File: src/kgc_consts.svh
// Functional notes
// - Direction read returns two bytes, 1 marks output port, 0 input port.
// - Two-byte port replies send ports 15..8 first, then 7..0, MSB first.
// - Level read returns pull enable for inputs, driven level for outputs.
// - Queue read sends queued event bytes, popping one per byte, until empty.
// - A zero byte follows the last event; host ends it with not-acknowledge.
// - Event byte bit 7 is press (1) or release (0); bits 6..0 name key.
// - Replay read resends the previous queue read without moving read pointer.
// - Halt timeout command takes one byte setting idle time before halt.
// - Timeout zero disables halt; n from 1 to 255 means n times 4 ms.
// - After reset the idle time before halt is 500 ms.
// - Error read returns one byte: bit6 queue, bit2 keys, bit1 command, bit0 parameter.
// - Event arriving while the queue is full sets the queue overrun flag.
// - More than two keys held together sets the too-many-keys flag.
// - Invalid command byte sets unknown flag; invalid parameter sets bad-parameter flag.
// - Settle delay command takes one byte, n times 4 ms, n from 1 to 255.
// - After reset the settle delay is 12 ms.
// - Matrix size byte: columns in bits 7..4, rows in bits 3..0.
// - Column and row pins outside the matrix size are free for port use.
// - Size read returns one byte, columns upper nibble, rows lower nibble.
// - Any set error bit raises the error flag and requests service.
`ifndef KGC_CONSTS_SVH
`define KGC_CONSTS_SVH
`define KGC_CMD_PORT_DIR 8'h87
`define KGC_CMD_PORT_LEVEL 8'h88
`define KGC_CMD_READ_QUEUE 8'h89
`define KGC_CMD_REPLAY_QUEUE 8'h8A
`define KGC_CMD_HALT_TIMEOUT 8'h8B
`define KGC_CMD_ERR_CAUSE 8'h8C
`define KGC_CMD_SETTLE_DELAY 8'h8F
`define KGC_CMD_SET_SIZE 8'h90
`define KGC_CMD_READ_SIZE 8'h91
`define KGC_ERR_QUEUE_BIT 6
`define KGC_ERR_KEYS_BIT 2
`define KGC_ERR_CMD_BIT 1
`define KGC_ERR_PAR_BIT 0
`define KGC_EVT_PRESS_BIT 7
`define KGC_QUEUE_DEPTH 4'hF
`define KGC_MAX_HELD_KEYS 4'h2
`define KGC_TICK_MS 4
`define KGC_CLK_KHZ 200000
`define KGC_TICK_CYCLES (`KGC_TICK_MS * `KGC_CLK_KHZ)
`define KGC_HALT_DEF_MS 500
`define KGC_SETTLE_DEF_MS 12
`define KGC_HALT_RESET 8'(`KGC_HALT_DEF_MS / `KGC_TICK_MS)
`define KGC_SETTLE_RESET 8'(`KGC_SETTLE_DEF_MS / `KGC_TICK_MS)
`define KGC_COLS_MIN 4'h3
`define KGC_COLS_MAX 4'h8
`define KGC_ROWS_MIN 4'h3
`define KGC_ROWS_MAX 4'hC
`define KGC_COLS_RESET 4'h8
`define KGC_ROWS_RESET 4'hC
`define KGC_NUM_COLS 8
`define KGC_NUM_ROWS 12
// Bus address value is arbitrary
`define KGC_DEV_ADDR 7'h2A
`endif

File: src/kgc_pkg.sv
`default_nettype none
package kgc_pkg;
  typedef logic [7:0] kgc_byte_t;
  typedef logic [15:0] kgc_port_t;
  typedef logic [3:0] kgc_ptr_t;
  typedef enum logic [2:0] {
    LS_IDLE, LS_ADDR, LS_ADDR_ACK, LS_WRX, LS_WRX_ACK, LS_RD, LS_RD_ACK
  } kgc_link_state_e;
endpackage : kgc_pkg
`default_nettype wire

File: src/kgc_link.sv
`timescale 1ns/1ps
`default_nettype none
`include "kgc_consts.svh"
module kgc_link #(
  parameter logic [6:0] DEV_ADDR = `KGC_DEV_ADDR
) (
  input wire logic clk_i,
  input wire logic resetn_i,
  input wire logic scl_i,
  input wire logic sda_i,
  output logic sda_o,
  output logic sda_oe_o,
  input wire kgc_pkg::kgc_byte_t tx_data_i,
  output kgc_pkg::kgc_byte_t rx_data_o,
  output logic rx_valid_o,
  output logic rx_first_o,
  output logic tx_load_o,
  output logic active_o
);
  import kgc_pkg::*;
  logic scl_s1_r, scl_s2_r, scl_q_r, sda_s1_r, sda_s2_r, sda_q_r;
  kgc_link_state_e st_r;
  logic [3:0] cnt_r;
  kgc_byte_t sh_r;
  logic rw_r, ack_r, drive_r, first_r;
  // Two flops per pin, third flop only for edge finding
  always_ff @(posedge clk_i) begin
    if (!resetn_i) begin
      {scl_s1_r, scl_s2_r, scl_q_r} <= 3'h7;
      {sda_s1_r, sda_s2_r, sda_q_r} <= 3'h7;
    end else begin
      {scl_s1_r, scl_s2_r, scl_q_r} <= {scl_i, scl_s1_r, scl_s2_r};
      {sda_s1_r, sda_s2_r, sda_q_r} <= {sda_i, sda_s1_r, sda_s2_r};
    end
  end
  wire scl_rise = scl_s2_r & ~scl_q_r;
  wire scl_fall = ~scl_s2_r & scl_q_r;
  wire start_c = scl_s2_r & scl_q_r & sda_q_r & ~sda_s2_r;
  wire stop_c = scl_s2_r & scl_q_r & ~sda_q_r & sda_s2_r;
  wire addr_hit = (sh_r[7:1] == DEV_ADDR);
  wire byte_done = (cnt_r == 4'h8);
  // Next byte is fetched on the fall that opens its first bit
  assign tx_load_o = scl_fall & ~start_c & ~stop_c &
    (((st_r == LS_ADDR_ACK) & rw_r) | ((st_r == LS_RD_ACK) & ack_r));
  assign active_o = (st_r != LS_IDLE);
  assign sda_o = 1'b0;
  assign sda_oe_o = drive_r;
  assign rx_first_o = first_r;
  always_ff @(posedge clk_i) begin
    if (!resetn_i) begin
      st_r <= LS_IDLE;
      cnt_r <= 4'h0;
      sh_r <= 8'h00;
      rw_r <= 1'b0;
      ack_r <= 1'b0;
      drive_r <= 1'b0;
      first_r <= 1'b0;
      rx_data_o <= 8'h00;
      rx_valid_o <= 1'b0;
    end else begin
      rx_valid_o <= 1'b0;
      if (start_c) begin
        st_r <= LS_ADDR;
        cnt_r <= 4'h0;
        drive_r <= 1'b0;
      end else if (stop_c) begin
        st_r <= LS_IDLE;
        drive_r <= 1'b0;
      end else if (scl_rise) begin
        if (st_r == LS_ADDR || st_r == LS_WRX) begin
          sh_r <= {sh_r[6:0], sda_s2_r};
          cnt_r <= cnt_r + 4'h1;
        end
        if (st_r == LS_RD_ACK) begin
          ack_r <= ~sda_s2_r;
        end
      end else if (scl_fall) begin
        unique case (st_r)
          LS_IDLE: begin
          end
          LS_ADDR: if (byte_done) begin
            st_r <= addr_hit ? LS_ADDR_ACK : LS_IDLE;
            drive_r <= addr_hit;
            rw_r <= sh_r[0];
            first_r <= 1'b1;
          end
          LS_WRX: if (byte_done) begin
            st_r <= LS_WRX_ACK;
            drive_r <= 1'b1;
            rx_data_o <= sh_r;
            rx_valid_o <= 1'b1;
          end
          LS_WRX_ACK: begin
            st_r <= LS_WRX;
            drive_r <= 1'b0;
            cnt_r <= 4'h0;
            first_r <= 1'b0;
          end
          LS_ADDR_ACK, LS_RD_ACK: begin
            if (tx_load_o) begin
              st_r <= LS_RD;
              sh_r <= tx_data_i;
              drive_r <= ~tx_data_i[7];
              cnt_r <= 4'h1;
            end else begin
              st_r <= (st_r == LS_ADDR_ACK) ? LS_WRX : LS_IDLE;
              drive_r <= 1'b0;
              cnt_r <= 4'h0;
            end
          end
          LS_RD: begin
            if (byte_done) begin
              st_r <= LS_RD_ACK;
              drive_r <= 1'b0;
            end else begin
              sh_r <= {sh_r[6:0], 1'b0};
              drive_r <= ~sh_r[6];
              cnt_r <= cnt_r + 4'h1;
            end
          end
        endcase
      end
    end
  end
endmodule : kgc_link
`default_nettype wire

File: src/kgc_top.sv
`timescale 1ns/1ps
`default_nettype none
`include "kgc_consts.svh"
module kgc_top #(
  parameter int TICK_CYCLES = `KGC_TICK_CYCLES
) (
  input wire logic clk_i,
  input wire logic resetn_i,
  input wire logic scl_i,
  input wire logic sda_i,
  output logic sda_o,
  output logic sda_oe_o,
  input wire logic key_event_valid_i,
  input wire kgc_pkg::kgc_byte_t key_event_byte_i,
  input wire logic [3:0] keys_held_i,
  input wire kgc_pkg::kgc_port_t port_direction_i,
  input wire kgc_pkg::kgc_port_t port_level_i,
  output kgc_pkg::kgc_byte_t settle_delay_o,
  output kgc_pkg::kgc_byte_t halt_timeout_o,
  output logic [3:0] column_count_o,
  output logic [3:0] row_count_o,
  output logic [`KGC_NUM_COLS-1:0] column_free_o,
  output logic [`KGC_NUM_ROWS-1:0] row_free_o,
  output logic halt_o,
  output logic error_flag_o
);
  import kgc_pkg::*;
  kgc_byte_t rx_data, tx_data, cmd_r, halt_timeout_r, settle_delay_r, error_cause_r;
  logic rx_valid, rx_first, tx_load, link_active;
  logic [3:0] column_count_r, row_count_r;
  logic byte_idx_r, param_seen_r;
  kgc_byte_t queue_mem [16];
  kgc_ptr_t wr_ptr_r, rd_ptr_r, base_ptr_r, replay_ptr_r;
  logic [19:0] tick_cnt_r;
  kgc_byte_t idle_ticks_r;
  logic halt_r;

  kgc_link u_kgc_link (
    .clk_i(clk_i),
    .resetn_i(resetn_i),
    .scl_i(scl_i),
    .sda_i(sda_i),
    .sda_o(sda_o),
    .sda_oe_o(sda_oe_o),
    .tx_data_i(tx_data),
    .rx_data_o(rx_data),
    .rx_valid_o(rx_valid),
    .rx_first_o(rx_first),
    .tx_load_o(tx_load),
    .active_o(link_active)
  );

  // Command decode
  wire cmd_rx = rx_valid & rx_first;
  wire param_rx = rx_valid & ~rx_first & ~param_seen_r;
  wire cmd_known = (rx_data == `KGC_CMD_PORT_DIR) || (rx_data == `KGC_CMD_PORT_LEVEL) ||
    (rx_data == `KGC_CMD_READ_QUEUE) || (rx_data == `KGC_CMD_REPLAY_QUEUE) ||
    (rx_data == `KGC_CMD_HALT_TIMEOUT) || (rx_data == `KGC_CMD_ERR_CAUSE) ||
    (rx_data == `KGC_CMD_SETTLE_DELAY) || (rx_data == `KGC_CMD_SET_SIZE) ||
    (rx_data == `KGC_CMD_READ_SIZE);
  wire set_halt = param_rx & (cmd_r == `KGC_CMD_HALT_TIMEOUT);
  wire set_settle = param_rx & (cmd_r == `KGC_CMD_SETTLE_DELAY);
  wire set_size = param_rx & (cmd_r == `KGC_CMD_SET_SIZE);
  wire settle_ok = (rx_data != 8'h00);
  wire size_ok = (rx_data[7:4] >= `KGC_COLS_MIN) && (rx_data[7:4] <= `KGC_COLS_MAX) &&
    (rx_data[3:0] >= `KGC_ROWS_MIN) && (rx_data[3:0] <= `KGC_ROWS_MAX);
  wire bad_param = (set_settle & ~settle_ok) | (set_size & ~size_ok);

  // Event queue; replay window protected until the next queue read
  wire queue_empty = (rd_ptr_r == wr_ptr_r);
  wire queue_full = (kgc_ptr_t'(wr_ptr_r - base_ptr_r) == `KGC_QUEUE_DEPTH);
  wire push = key_event_valid_i & ~queue_full;
  wire rd_cmd = (cmd_r == `KGC_CMD_READ_QUEUE);
  wire replay_cmd = (cmd_r == `KGC_CMD_REPLAY_QUEUE);
  wire pop = tx_load & rd_cmd & ~queue_empty;
  wire replay_more = (replay_ptr_r != rd_ptr_r);
  wire replay_step = tx_load & replay_cmd & replay_more;

  // Reply byte selection
  wire kgc_byte_t port_dir_byte = byte_idx_r ? port_direction_i[7:0] : port_direction_i[15:8];
  wire kgc_byte_t port_lvl_byte = byte_idx_r ? port_level_i[7:0] : port_level_i[15:8];
  wire kgc_byte_t queue_byte = queue_empty ? 8'h00 : queue_mem[rd_ptr_r];
  wire kgc_byte_t replay_byte = replay_more ? queue_mem[replay_ptr_r] : 8'h00;
  wire kgc_byte_t size_byte = {column_count_r, row_count_r};
  assign tx_data =
    (cmd_r == `KGC_CMD_PORT_DIR) ? port_dir_byte :
    (cmd_r == `KGC_CMD_PORT_LEVEL) ? port_lvl_byte :
    rd_cmd ? queue_byte :
    replay_cmd ? replay_byte :
    (cmd_r == `KGC_CMD_ERR_CAUSE) ? error_cause_r :
    (cmd_r == `KGC_CMD_READ_SIZE) ? size_byte : 8'h00;

  // Command latch and reply sequencing
  always_ff @(posedge clk_i) begin
    if (!resetn_i) begin
      cmd_r <= 8'h00;
      byte_idx_r <= 1'b0;
      param_seen_r <= 1'b0;
    end else if (cmd_rx) begin
      cmd_r <= rx_data;
      byte_idx_r <= 1'b0;
      param_seen_r <= 1'b0;
    end else begin
      if (tx_load) begin
        byte_idx_r <= 1'b1;
      end
      if (param_rx) begin
        param_seen_r <= 1'b1;
      end
    end
  end

  // Settings; invalid parameters leave the old value
  always_ff @(posedge clk_i) begin
    if (!resetn_i) begin
      halt_timeout_r <= `KGC_HALT_RESET;
      settle_delay_r <= `KGC_SETTLE_RESET;
      column_count_r <= `KGC_COLS_RESET;
      row_count_r <= `KGC_ROWS_RESET;
    end else begin
      if (set_halt) begin
        halt_timeout_r <= rx_data;
      end
      if (set_settle & settle_ok) begin
        settle_delay_r <= rx_data;
      end
      if (set_size & size_ok) begin
        column_count_r <= rx_data[7:4];
        row_count_r <= rx_data[3:0];
      end
    end
  end
  assign halt_timeout_o = halt_timeout_r;
  assign settle_delay_o = settle_delay_r;
  assign column_count_o = column_count_r;
  assign row_count_o = row_count_r;

  for (genvar i = 0; i < `KGC_NUM_ROWS; i++) begin : g_free
    if (i < `KGC_NUM_COLS) begin : g_col
      assign column_free_o[i] = (4'(i) >= column_count_r);
    end
    assign row_free_o[i] = (4'(i) >= row_count_r);
  end

  always_ff @(posedge clk_i) begin
    if (push) begin
      queue_mem[wr_ptr_r] <= key_event_byte_i;
    end
  end
  always_ff @(posedge clk_i) begin
    if (!resetn_i) begin
      wr_ptr_r <= 4'h0;
      rd_ptr_r <= 4'h0;
      base_ptr_r <= 4'h0;
      replay_ptr_r <= 4'h0;
    end else begin
      wr_ptr_r <= wr_ptr_r + 4'(push);
      rd_ptr_r <= rd_ptr_r + 4'(pop);
      if (cmd_rx && rx_data == `KGC_CMD_READ_QUEUE) begin
        base_ptr_r <= rd_ptr_r;
      end
      if (cmd_rx && rx_data == `KGC_CMD_REPLAY_QUEUE) begin
        replay_ptr_r <= base_ptr_r;
      end else begin
        replay_ptr_r <= replay_ptr_r + 4'(replay_step);
      end
    end
  end

  // Error cause; a new event wins over the read clear
  wire err_read = tx_load & (cmd_r == `KGC_CMD_ERR_CAUSE);
  kgc_byte_t err_set;
  always_comb begin
    err_set = 8'h00;
    err_set[`KGC_ERR_QUEUE_BIT] = key_event_valid_i & queue_full;
    err_set[`KGC_ERR_KEYS_BIT] = (keys_held_i > `KGC_MAX_HELD_KEYS);
    err_set[`KGC_ERR_CMD_BIT] = cmd_rx & ~cmd_known;
    err_set[`KGC_ERR_PAR_BIT] = bad_param;
  end
  always_ff @(posedge clk_i) begin
    if (!resetn_i) begin
      error_cause_r <= 8'h00;
    end else begin
      error_cause_r <= (err_read ? 8'h00 : error_cause_r) | err_set;
    end
  end
  assign error_flag_o = |error_cause_r;

  // Idle timer in 4 ms ticks; any key or bus activity restarts it
  wire activity = key_event_valid_i | link_active;
  wire tick = (tick_cnt_r == 20'(TICK_CYCLES - 1));
  always_ff @(posedge clk_i) begin
    if (!resetn_i || activity || tick) begin
      tick_cnt_r <= 20'h0_0000;
    end else begin
      tick_cnt_r <= tick_cnt_r + 20'h0_0001;
    end
  end
  always_ff @(posedge clk_i) begin
    if (!resetn_i || activity) begin
      idle_ticks_r <= 8'h00;
      halt_r <= 1'b0;
    end else begin
      if (tick && idle_ticks_r != 8'hFF) begin
        idle_ticks_r <= idle_ticks_r + 8'h01;
      end
      halt_r <= (halt_timeout_r != 8'h00) && (idle_ticks_r >= halt_timeout_r);
    end
  end
  assign halt_o = halt_r;

  property p_queue_ovr;
    @(posedge clk_i) disable iff (!resetn_i)
    key_event_valid_i && queue_full |=> error_cause_r[`KGC_ERR_QUEUE_BIT];
  endproperty
  a_queue_ovr: assert property (p_queue_ovr) else $error("queue overrun not flagged");
  property p_keys_ovr;
    @(posedge clk_i) disable iff (!resetn_i)
    keys_held_i > `KGC_MAX_HELD_KEYS |=> error_cause_r[`KGC_ERR_KEYS_BIT];
  endproperty
  a_keys_ovr: assert property (p_keys_ovr) else $error("key overrun not flagged");
  property p_unknown;
    @(posedge clk_i) disable iff (!resetn_i)
    cmd_rx && !cmd_known |=> error_cause_r[`KGC_ERR_CMD_BIT] && error_flag_o;
  endproperty
  a_unknown: assert property (p_unknown) else $error("unknown command not flagged");
  property p_err_flag;
    @(posedge clk_i) disable iff (!resetn_i)
    err_set != 8'h00 |=> error_flag_o;
  endproperty
  a_err_flag: assert property (p_err_flag) else $error("error flag mismatch");
  property p_pop;
    @(posedge clk_i) disable iff (!resetn_i)
    tx_load && rd_cmd && !queue_empty |=> rd_ptr_r == 4'($past(rd_ptr_r) + 4'h1);
  endproperty
  a_pop: assert property (p_pop) else $error("queue read did not pop");
  property p_replay_hold;
    @(posedge clk_i) disable iff (!resetn_i)
    replay_cmd |=> $stable(rd_ptr_r);
  endproperty
  a_replay_hold: assert property (p_replay_hold) else $error("replay moved read pointer");
  property p_zero_end;
    @(posedge clk_i) disable iff (!resetn_i)
    rd_cmd && queue_empty |-> tx_data == 8'h00;
  endproperty
  a_zero_end: assert property (p_zero_end) else $error("missing zero end byte");
  property p_size_read;
    @(posedge clk_i) disable iff (!resetn_i)
    cmd_r == `KGC_CMD_READ_SIZE |-> tx_data == {column_count_o, row_count_o};
  endproperty
  a_size_read: assert property (p_size_read) else $error("size reply wrong");
  property p_dir_order;
    @(posedge clk_i) disable iff (!resetn_i)
    cmd_rx && rx_data == `KGC_CMD_PORT_DIR |=> tx_data == port_direction_i[15:8];
  endproperty
  a_dir_order: assert property (p_dir_order) else $error("direction high byte not first");
  property p_no_halt;
    @(posedge clk_i) disable iff (!resetn_i)
    halt_timeout_r == 8'h00 |=> !halt_o;
  endproperty
  a_no_halt: assert property (p_no_halt) else $error("halt with timeout zero");
  property p_err_clear;
    @(posedge clk_i) disable iff (!resetn_i)
    err_read && err_set == 8'h00 |=> error_cause_r == 8'h00;
  endproperty
  a_err_clear: assert property (p_err_clear) else $error("error bits not cleared");
endmodule : kgc_top
`default_nettype wire

File: config.mk
export PLATFORM = sky130hd
export DESIGN_NAME = kgc_top
export DESIGN_NICKNAME = d
export VERILOG_FILES = /design/src/kgc_pkg.sv /design/src/kgc_link.sv /design/src/kgc_top.sv
export VERILOG_INCLUDE_DIRS = /design/src
export SDC_FILE = /design/constraint.sdc
export NUM_CORES = 1
export LEC_CHECK = 0
export ABC_AREA = 0
export CAP_MARGIN = 20
export CELL_PAD_IN_SITES_DETAIL_PLACEMENT = 0
export CELL_PAD_IN_SITES_GLOBAL_PLACEMENT = 1
export CORE_ASPECT_RATIO = 1.25
export CORE_MARGIN = 2
export CORE_UTILIZATION = 45
export DETAILED_ROUTE_END_ITERATION = 7
export DONT_BUFFER_PORTS = 1
export GPL_TIMING_DRIVEN = 1
export PLACE_DENSITY_LB_ADDON = 0.1
export RECOVER_POWER = 100
export SLEW_MARGIN = 20
export SYNTH_ARGS = -nofsm -noshare
export SYNTH_HDL_FRONTEND = slang
export SYNTH_HIERARCHICAL = 1
export SYNTH_SLANG_ARGS = --single-unit
File: constraint.sdc
create_clock -name clk_i -period 8.3 [get_ports clk_i]
set_clock_uncertainty 0.2 [all_clocks]
set_input_delay 0.415 -clock clk_i [delete_from_list [all_inputs] [get_ports clk_i]]
set_output_delay 0.415 -clock clk_i [all_outputs]
set_load 0.01 [all_outputs]
==> results of run 1 <==
==> critical path: stages (launching register included) <==
cell	delay [ns]
dfxtp_1	0.35
inv_1	0.05
ha_1	0.41
nand2b_1	0.34
a2111oi_0	2.52
mux2i_1	0.36
nor2_1	0.06
==> flip-flops by register name (all words and copies together) (netlist names), 3 cells and up <==
signal / count
idle_ticks_r: 8
row_count_o: 4
cmd_r: 8
tick_cnt_r: 20
u_kgc_link/st_r: 3
queue_mem: 128
replay_ptr_r: 4
settle_delay_o: 8
wr_ptr_r: 4
base_ptr_r: 4
rd_ptr_r: 4
u_kgc_link/rx_data_o: 8
column_count_o: 4
u_kgc_link/cnt_r: 4
halt_timeout_o: 8
u_kgc_link/sh_r: 8
error_cause_r: 4
==> through the flow <==
stage	hold WS [ns]	cells	worst slack, ns
after floorplan	0.186	1063	5.13
after global placement	0.190	1359	4.66
after detailed placement	0.195	1359	4.59
after CTS	0.0657	1424	4.57
after global routing	0.0965	1425	3.53
final	0.0764	1426	3.88
==> where the power goes <==
group          internal [uW]  leakage [uW]  switching, uW
clock                    780      0.000435            484
combinational           31.3       0.00218           56.2
sequential              1290       0.00210           10.4
==> kinds of logic (layout without fill, tap and decap cells) <==
family / count (synthesis) / count (layout) / synth area share, %
DFF: 245 / 245 / 49.3
muxes: 144 / 144 / 18.5
AOI/OAI and AO/OA: 163 / 163 / 8.70
other: 1 / 3 / 0.0299
buffers and inverters: 103 / 114 / 3.80
and+or+nand+nor: 340 / 340 / 14.2
adders and majority gates: 25 / 25 / 2.55
xor gates and xnor gates: 42 / 42 / 2.93
==> metal layers <==
metal / GRT usage, % / wire (um)
met4: 8.72 / 1150
met5: 0 / 0
met1: 27.8 / 13600
met3: 2.98 / 1440
met2: 39.9 / 16900
==> cell type report <==
| cell class | count | area [um^2] |
|---|---|---|
| diodes | 2 | 5.00 |
| clock buffers | 31 | 691 |
| clock inverters | 18 | 244 |
| fillers | 2530 | 13800 |
| inverters | 34 | 128 |
| multi-input cells | 715 | 5810 |
| flip-flops and latches | 245 | 6190 |
| well taps | 350 | 438 |
| repair buffers | 31 | 233 |
==> worst max path at each step <==
stage | to | depth (start not counted) | start | slack, ns
floorplan | queue_mem[10][0]$_DFFE_PP_ | 9 | wr_ptr_r[0]$_SDFF_PN0_ | 5.13
global placement | u_kgc_link/sh_r[1]$_SDFFE_PN0P_ | 9 | rd_ptr_r[1]$_SDFF_PN0_ | 4.66
detailed placement | u_kgc_link/sh_r[1]$_SDFFE_PN0P_ | 9 | rd_ptr_r[1]$_SDFF_PN0_ | 4.59
CTS | u_kgc_link/sh_r[1]$_SDFFE_PN0P_ | 9 | rd_ptr_r[1]$_SDFF_PN0_ | 4.57
global route | u_kgc_link/sh_r[1]$_SDFFE_PN0P_ | 9 | rd_ptr_r[1]$_SDFF_PN0_ | 3.53
finish | u_kgc_link/rx_data_o[3]$_SDFFE_PN0P_ | 6 | u_kgc_link/scl_q_r$_SDFF_PN1_ | 3.88
==> cell usage after synthesis, drive strengths merged (3+ instances only) <==
| cell type | instances |
|---|---|
| o22ai | 3 |
| nor4 | 17 |
| nand2b | 17 |
| a31oi | 5 |
| ha | 24 |
| nor2b | 27 |
| a311oi | 3 |
| xor2 | 25 |
| o21ai | 32 |
| o31ai | 4 |
| nand3 | 30 |
| or3 | 6 |
| buf | 29 |
| o21a | 4 |
| a21oi | 47 |
| dfxtp | 117 |
| edfxtp | 128 |
| nand4b | 4 |
| mux2 | 22 |
| a21boi | 4 |
| or4 | 4 |
| inv | 32 |
| a211oi | 35 |
| nand2 | 66 |
| and3 | 12 |
| nor2 | 89 |
| clkbuf | 40 |
| mux2i | 58 |
| nor3b | 5 |
| nor3 | 18 |
| a22oi | 3 |
| and2 | 20 |
| xnor2 | 17 |
| a211o | 4 |
| mux4 | 64 |
| nand4 | 11 |
| and4 | 3 |
==> impl_results.md, run 1 <==
- Core Util, Final: between 40 and 50%
- Core area: about 28000 um^2
- Max rail drop VDD: roughly 220 uV
- Status: complete, but fails checks
- Starting density of the core: a little under half
- Post-detailed-placement half-perimeter wirelength: approximately 23000 um
- Total power: 2650 uW
- Most frequent cells in the layout: 128 x edfxtp_1, 115 x dfxtp_1, 89 x nor2_1
- Ports: 97
- Post-synth top area share: 30.6%
- Critical path type: reg2reg
- Critical Path Source Type: register
- Vias in the first global route: about 8400
- Worst Setup End Kind: register
- Global route total overflow: 0
- Worst Tran Pin Value: about 3.2 ns
- Clk_lat worst skew: roughly 0.53 ns
- # rows: 68
- Yosys reg bits: roughly 250
- Netlist cell types: 78
- Leak pwr: between 0.004 and 0.005 uW
- Synth-to-Final Area Change: 9.46%
- Hold path startpoint: resetn_i
- Syn. warnings: 6
- Syn Inst Count: roughly 1100
- Pwr per Cell Area: a little under 200 nW/um^2
- Hold buffers post-CTS: 16
- Crit Path Max Fanout: 18
- Drt total wl: about 33000 um
- RSZ-0062 raised after global routing: no
- Failing checks: max-capacitance violations, max-slew violations
- Commonest non-fill, non-tap cell in the layout: edfxtp_1
- Clock tree buffer depth: 3
- Hold Path Stages: 2
- Slew HR: -119%
- Final critical-path share of the clock period: between 50% and 60%
- Avg Inst Size Synth: approximately 12 um^2
- Initial antenna violation count: 2
- Drt initial violations: 576
- Setup-failing EPs final: 0
- Finished Cell Area: between 10000 and 15000 um^2
- Synth area leaders: edfxtp_1 31%, dfxtp_1 19%, mux4_2 9.5%
- Post-CTS Resized: 0
- Placer congestion estimate: approximately 0.84
- GRT Util Overall: ~22%
- Sum Neg Setup Slack: 0 ns
- DRT Pass-1 Iters: 5
- Register area share after synthesis: between 40% and 50%
- Final hold vios: 0
- FF-to-FF Start: u_kgc_link/scl_q_r$_SDFF_PN1_
- Clk slew on worst S/H paths: roughly 0.060 ns
- Via count: 8465
- I/O Buffers: 0
- DRC viols: 0
- Placed cell area: between 10000 and 15000 um^2
- Max Cap Violations: 4
- CTS buffer count: 27
- Reg2reg path depth: 6
- Mapped Area: about 13000 um^2
- Clock Tree Root: clkbuf_16
- Die X: 153 um
- Antenna Nets Post-Route: 0
- Routed WL per cell: around 23 um
- CP Data Arrival Time: roughly 4.6 ns
- Dominant cell type by area after synthesis: edfxtp_1
- Synth Flop Type: edfxtp_1
- Die H: 191 um
- Max frequency: 226 MHz
- CTS tree: yes
- Worst hold endpoint: u_kgc_link/ack_r$_SDFFE_PN0P_
- Die area: 29300 um^2
- Final net count: around 1100
- First-pass GRT wire length: 50500 um
- Async S/R FF share, synth: 0%
- Pin count of the biggest net entering global routing: 46
- Flop-to-flop setup slack: about 3.9 ns
- # clock sinks: approximately 250
- Worst min-delay path category: in2reg
- Layout cells sized above 1: 11.4%
- Setup bufs post-CTS: 0
- Drt via density: 5.94
- CTS H-tree depth: 1
- Critical R2R Capture: u_kgc_link/rx_data_o[3]$_SDFFE_PN0P_
- Tmin final: ~4.4 ns
- Syn nets: 1137
- Final Slew Violations: just under 100
- EDFF count, synth: around 130
- Required @ worst endpoint: approximately 8.5 ns
Power figures use the tool's default switching activity.
==> inputs of run 2 (changes only) <==
- clock period: 8.3 -> 3.85 ns (I/O delays scaled with it)
==> run 2 against run 1 <==
  * The flow now finishes without violations
  * Count of clock-buffer cells in the layout down 4
  * Largest power group unchanged
  * Hold slack lost 0.00090 ns
  * Routed wire length up 0.58%
  * Critical path depth is 2 higher
  * Critical endpoint is now queue_mem[5][6]$_DFFE_PP_
  * Core utilization is 0.28 points higher
  * First-iteration DRC count is 4.3% higher
==> impl_results.md, run 2 (synthesis results as in run 1) <==
- Clk slew on worst S/H paths: 0.07 ns (about the same)
- Final net count: 1154 (+2.3%)
- Die H: 191 um (unchanged)
- Most frequent cells in the layout: 128 x edfxtp_1, 114 x dfxtp_1, 89 x nor2_1
- CP Data Arrival Time: 3.43 ns (-1.19 ns)
- Starting density of the core: 45.5% (unchanged)
- CTS tree: yes
- Seq pwr share: 52.2% (+3.2 points)
- Antenna cells: 0 (-2)
- Layout cells sized above 1: 12.7% (+1.3 points)
- Critical path type: reg2reg
- CTS H-tree depth: 1 (unchanged)
- Post-CTS Resized: 0 (unchanged)
- Die X: 153 um (unchanged)
- Drt total wl: 33300 um (+0.58%)
- Core Util, Final: 50.1% (+0.28 points)
- Clk_lat worst skew: 0.54 ns (about the same)
- DRT Pass-1 Iters: 5 (unchanged)
- Drt initial violations: 601 (+4.3%)
- Slew HR: 15.5% (+130 points)
- Post-detailed-placement half-perimeter wirelength: 23500 um (+1.2%)
- CTS buffer count: 25 (-7.4%)
- Clock share of power: 44.2% (-3.5 points)
- CP max-delay cell: dfxtp_1
- CP max stage delay: 0.60 ns (-1.92 ns)
- Clock Tree Root: clkbuf_16
- Gate power share: 3.6% (+0.3 points)
- Die area: 29300 um^2 (unchanged)
- Pin count of the biggest net entering global routing: 48 (+4.3%)
- # clock sinks: 245 (unchanged)
- Worst Tran Pin Value: 1.27 ns (-1.94 ns)
- Clock tree buffer depth: 3 (unchanged)
- Via count: 8510 (+0.53%)
- Initial antenna violation count: 0 (-2)
- Required @ worst endpoint: 3.82 ns (-4.68 ns)
- Leak pwr: 0.00476 uW (+0.96%)
- Final critical-path share of the clock period: 90.0% (+37 points)
- I/O Buffers: 0 (unchanged)
- Sw Share: 22.0% (+1.2 points)
- RSZ-0062 raised after global routing: no
- Final hold vios: 0 (unchanged)
- P_int: 4170 uW (+99%)
- DRC viols: 0 (unchanged)
- Sum Neg Setup Slack: 0 ns (unchanged)
- Fill count: 2511 (-0.75%)
- Pwr per Cell Area: 387 nW/um^2 (+100%)
- Commonest non-fill, non-tap cell in the layout: edfxtp_1
- Largest register FFs: 128 (unchanged)
- Synth-to-Final Area Change: 10.1%
- Final Slew Violations: 0 (-100%)
- Global route total overflow: 0 (unchanged)
- Ports: 97 (unchanged)
- # rows: 68 (unchanged)
- GRT Util Overall: 22.6% (+0.17 points)
- Drt via density: 5.88 (-0.93%)
- Crit Path Max Fanout: 10 (-8)
- First-pass GRT wire length: 51300 um (+1.6%)
- Routed WL per cell: 23.0 um (-0.88%)
- Max rail drop VDD: 371 uV (+71%)
- Largest regs: queue_mem (128), tick_cnt_r (20)
- Sw power: 1170 uW (+110%)
- Tmin final: 3.46 ns (-0.957 ns)
- Hold buffers post-CTS: 16 (unchanged)
- Antenna Nets Post-Route: 0 (unchanged)
- Setup-failing EPs final: 0 (unchanged)
- Core area: 27600 um^2 (unchanged)
- Status: finished, final reports clean
- Register name with the most flops: queue_mem
- Worst min-delay path category: in2reg
- Placer congestion estimate: 0.834 (-0.93%)
- Critical Path Source Type: register
- Vias in the first global route: 8404 (+0.35%)
- Setup bufs post-CTS: 0 (unchanged)
- Worst Setup End Kind: register
- Max frequency: 289 MHz (+28%)
- Max Cap Violations: 0 (-4)
- CP cell instances: ha_1 -> nor2b_1 -> o21a_1 -> or3_1 -> a311oi_1 -> nand2_1 -> nor2_1 -> clkbuf_1
==> run 2: layer usage <==
metal	GRT usage (%)	wire length, um
met5	0	0
met4	6.53	932
met2	39.9	16900
met1	29.0	14000
met3	3.27	1420
==> run 2: cell type report <==
type                       count  area, um^2  area share, %
tap                          350         438           3.17
sequential                   245        6190           44.8
multi-input combinational    715        5830           42.2
clock buffer                  27         633           4.58
timing repair buffer          59         443           3.21
clock inverter                17         153           1.10
inverter                      34         128          0.924
==> run 2: worst max-delay path: cells and delay by family, from the launching register on <==
family,cells,cell delay [ns]
compound gates,2,0.71
buf+inv,1,0.41
fa+ha+maj,1,0.30
flops,1,0.60
simple gates,4,0.89
==> run 2: final timing paths <==
path                                           to                           start  slack [ns]  cells past startpoint
hold / removal    u_kgc_link/sh_r[0]$_SDFFE_PN0P_             port_direction_i[8]        0.08                      6
setup / recovery        queue_mem[5][6]$_DFFE_PP_          wr_ptr_r[1]$_SDFF_PN0_        0.39                      8
hold reg to reg    u_kgc_link/sda_s2_r$_SDFF_PN1_  u_kgc_link/sda_s1_r$_SDFF_PN1_        0.21                      1
setup reg to reg        queue_mem[5][6]$_DFFE_PP_          wr_ptr_r[1]$_SDFF_PN0_        0.39                      8
==> run 2: power groups by stage <==
stage	sequential (uW)	clock, uW	combinational, uW
2_1_floorplan	2830	0	122
3_3_place_gp	2840	0	160
3_5_place_dp	2840	0	159
4_1_cts	2790	2430	200
5_1_grt	2790	2520	215
6_report	2790	2360	195
==> run 2: per-stage QoR <==
stage	hold WS (ns)	worst slack [ns]	instance area, um^2	cells	total power (uW)
floorplan	0.0914	0.681	12600	1063	2960
global placement	0.0599	0.622	13000	1387	3000
detailed placement	0.0629	0.576	13000	1387	3000
CTS	0.0500	0.558	14000	1447	5420
global route	0.0867	0.154	13800	1447	5530
finish	0.0755	0.386	13800	1447	5340
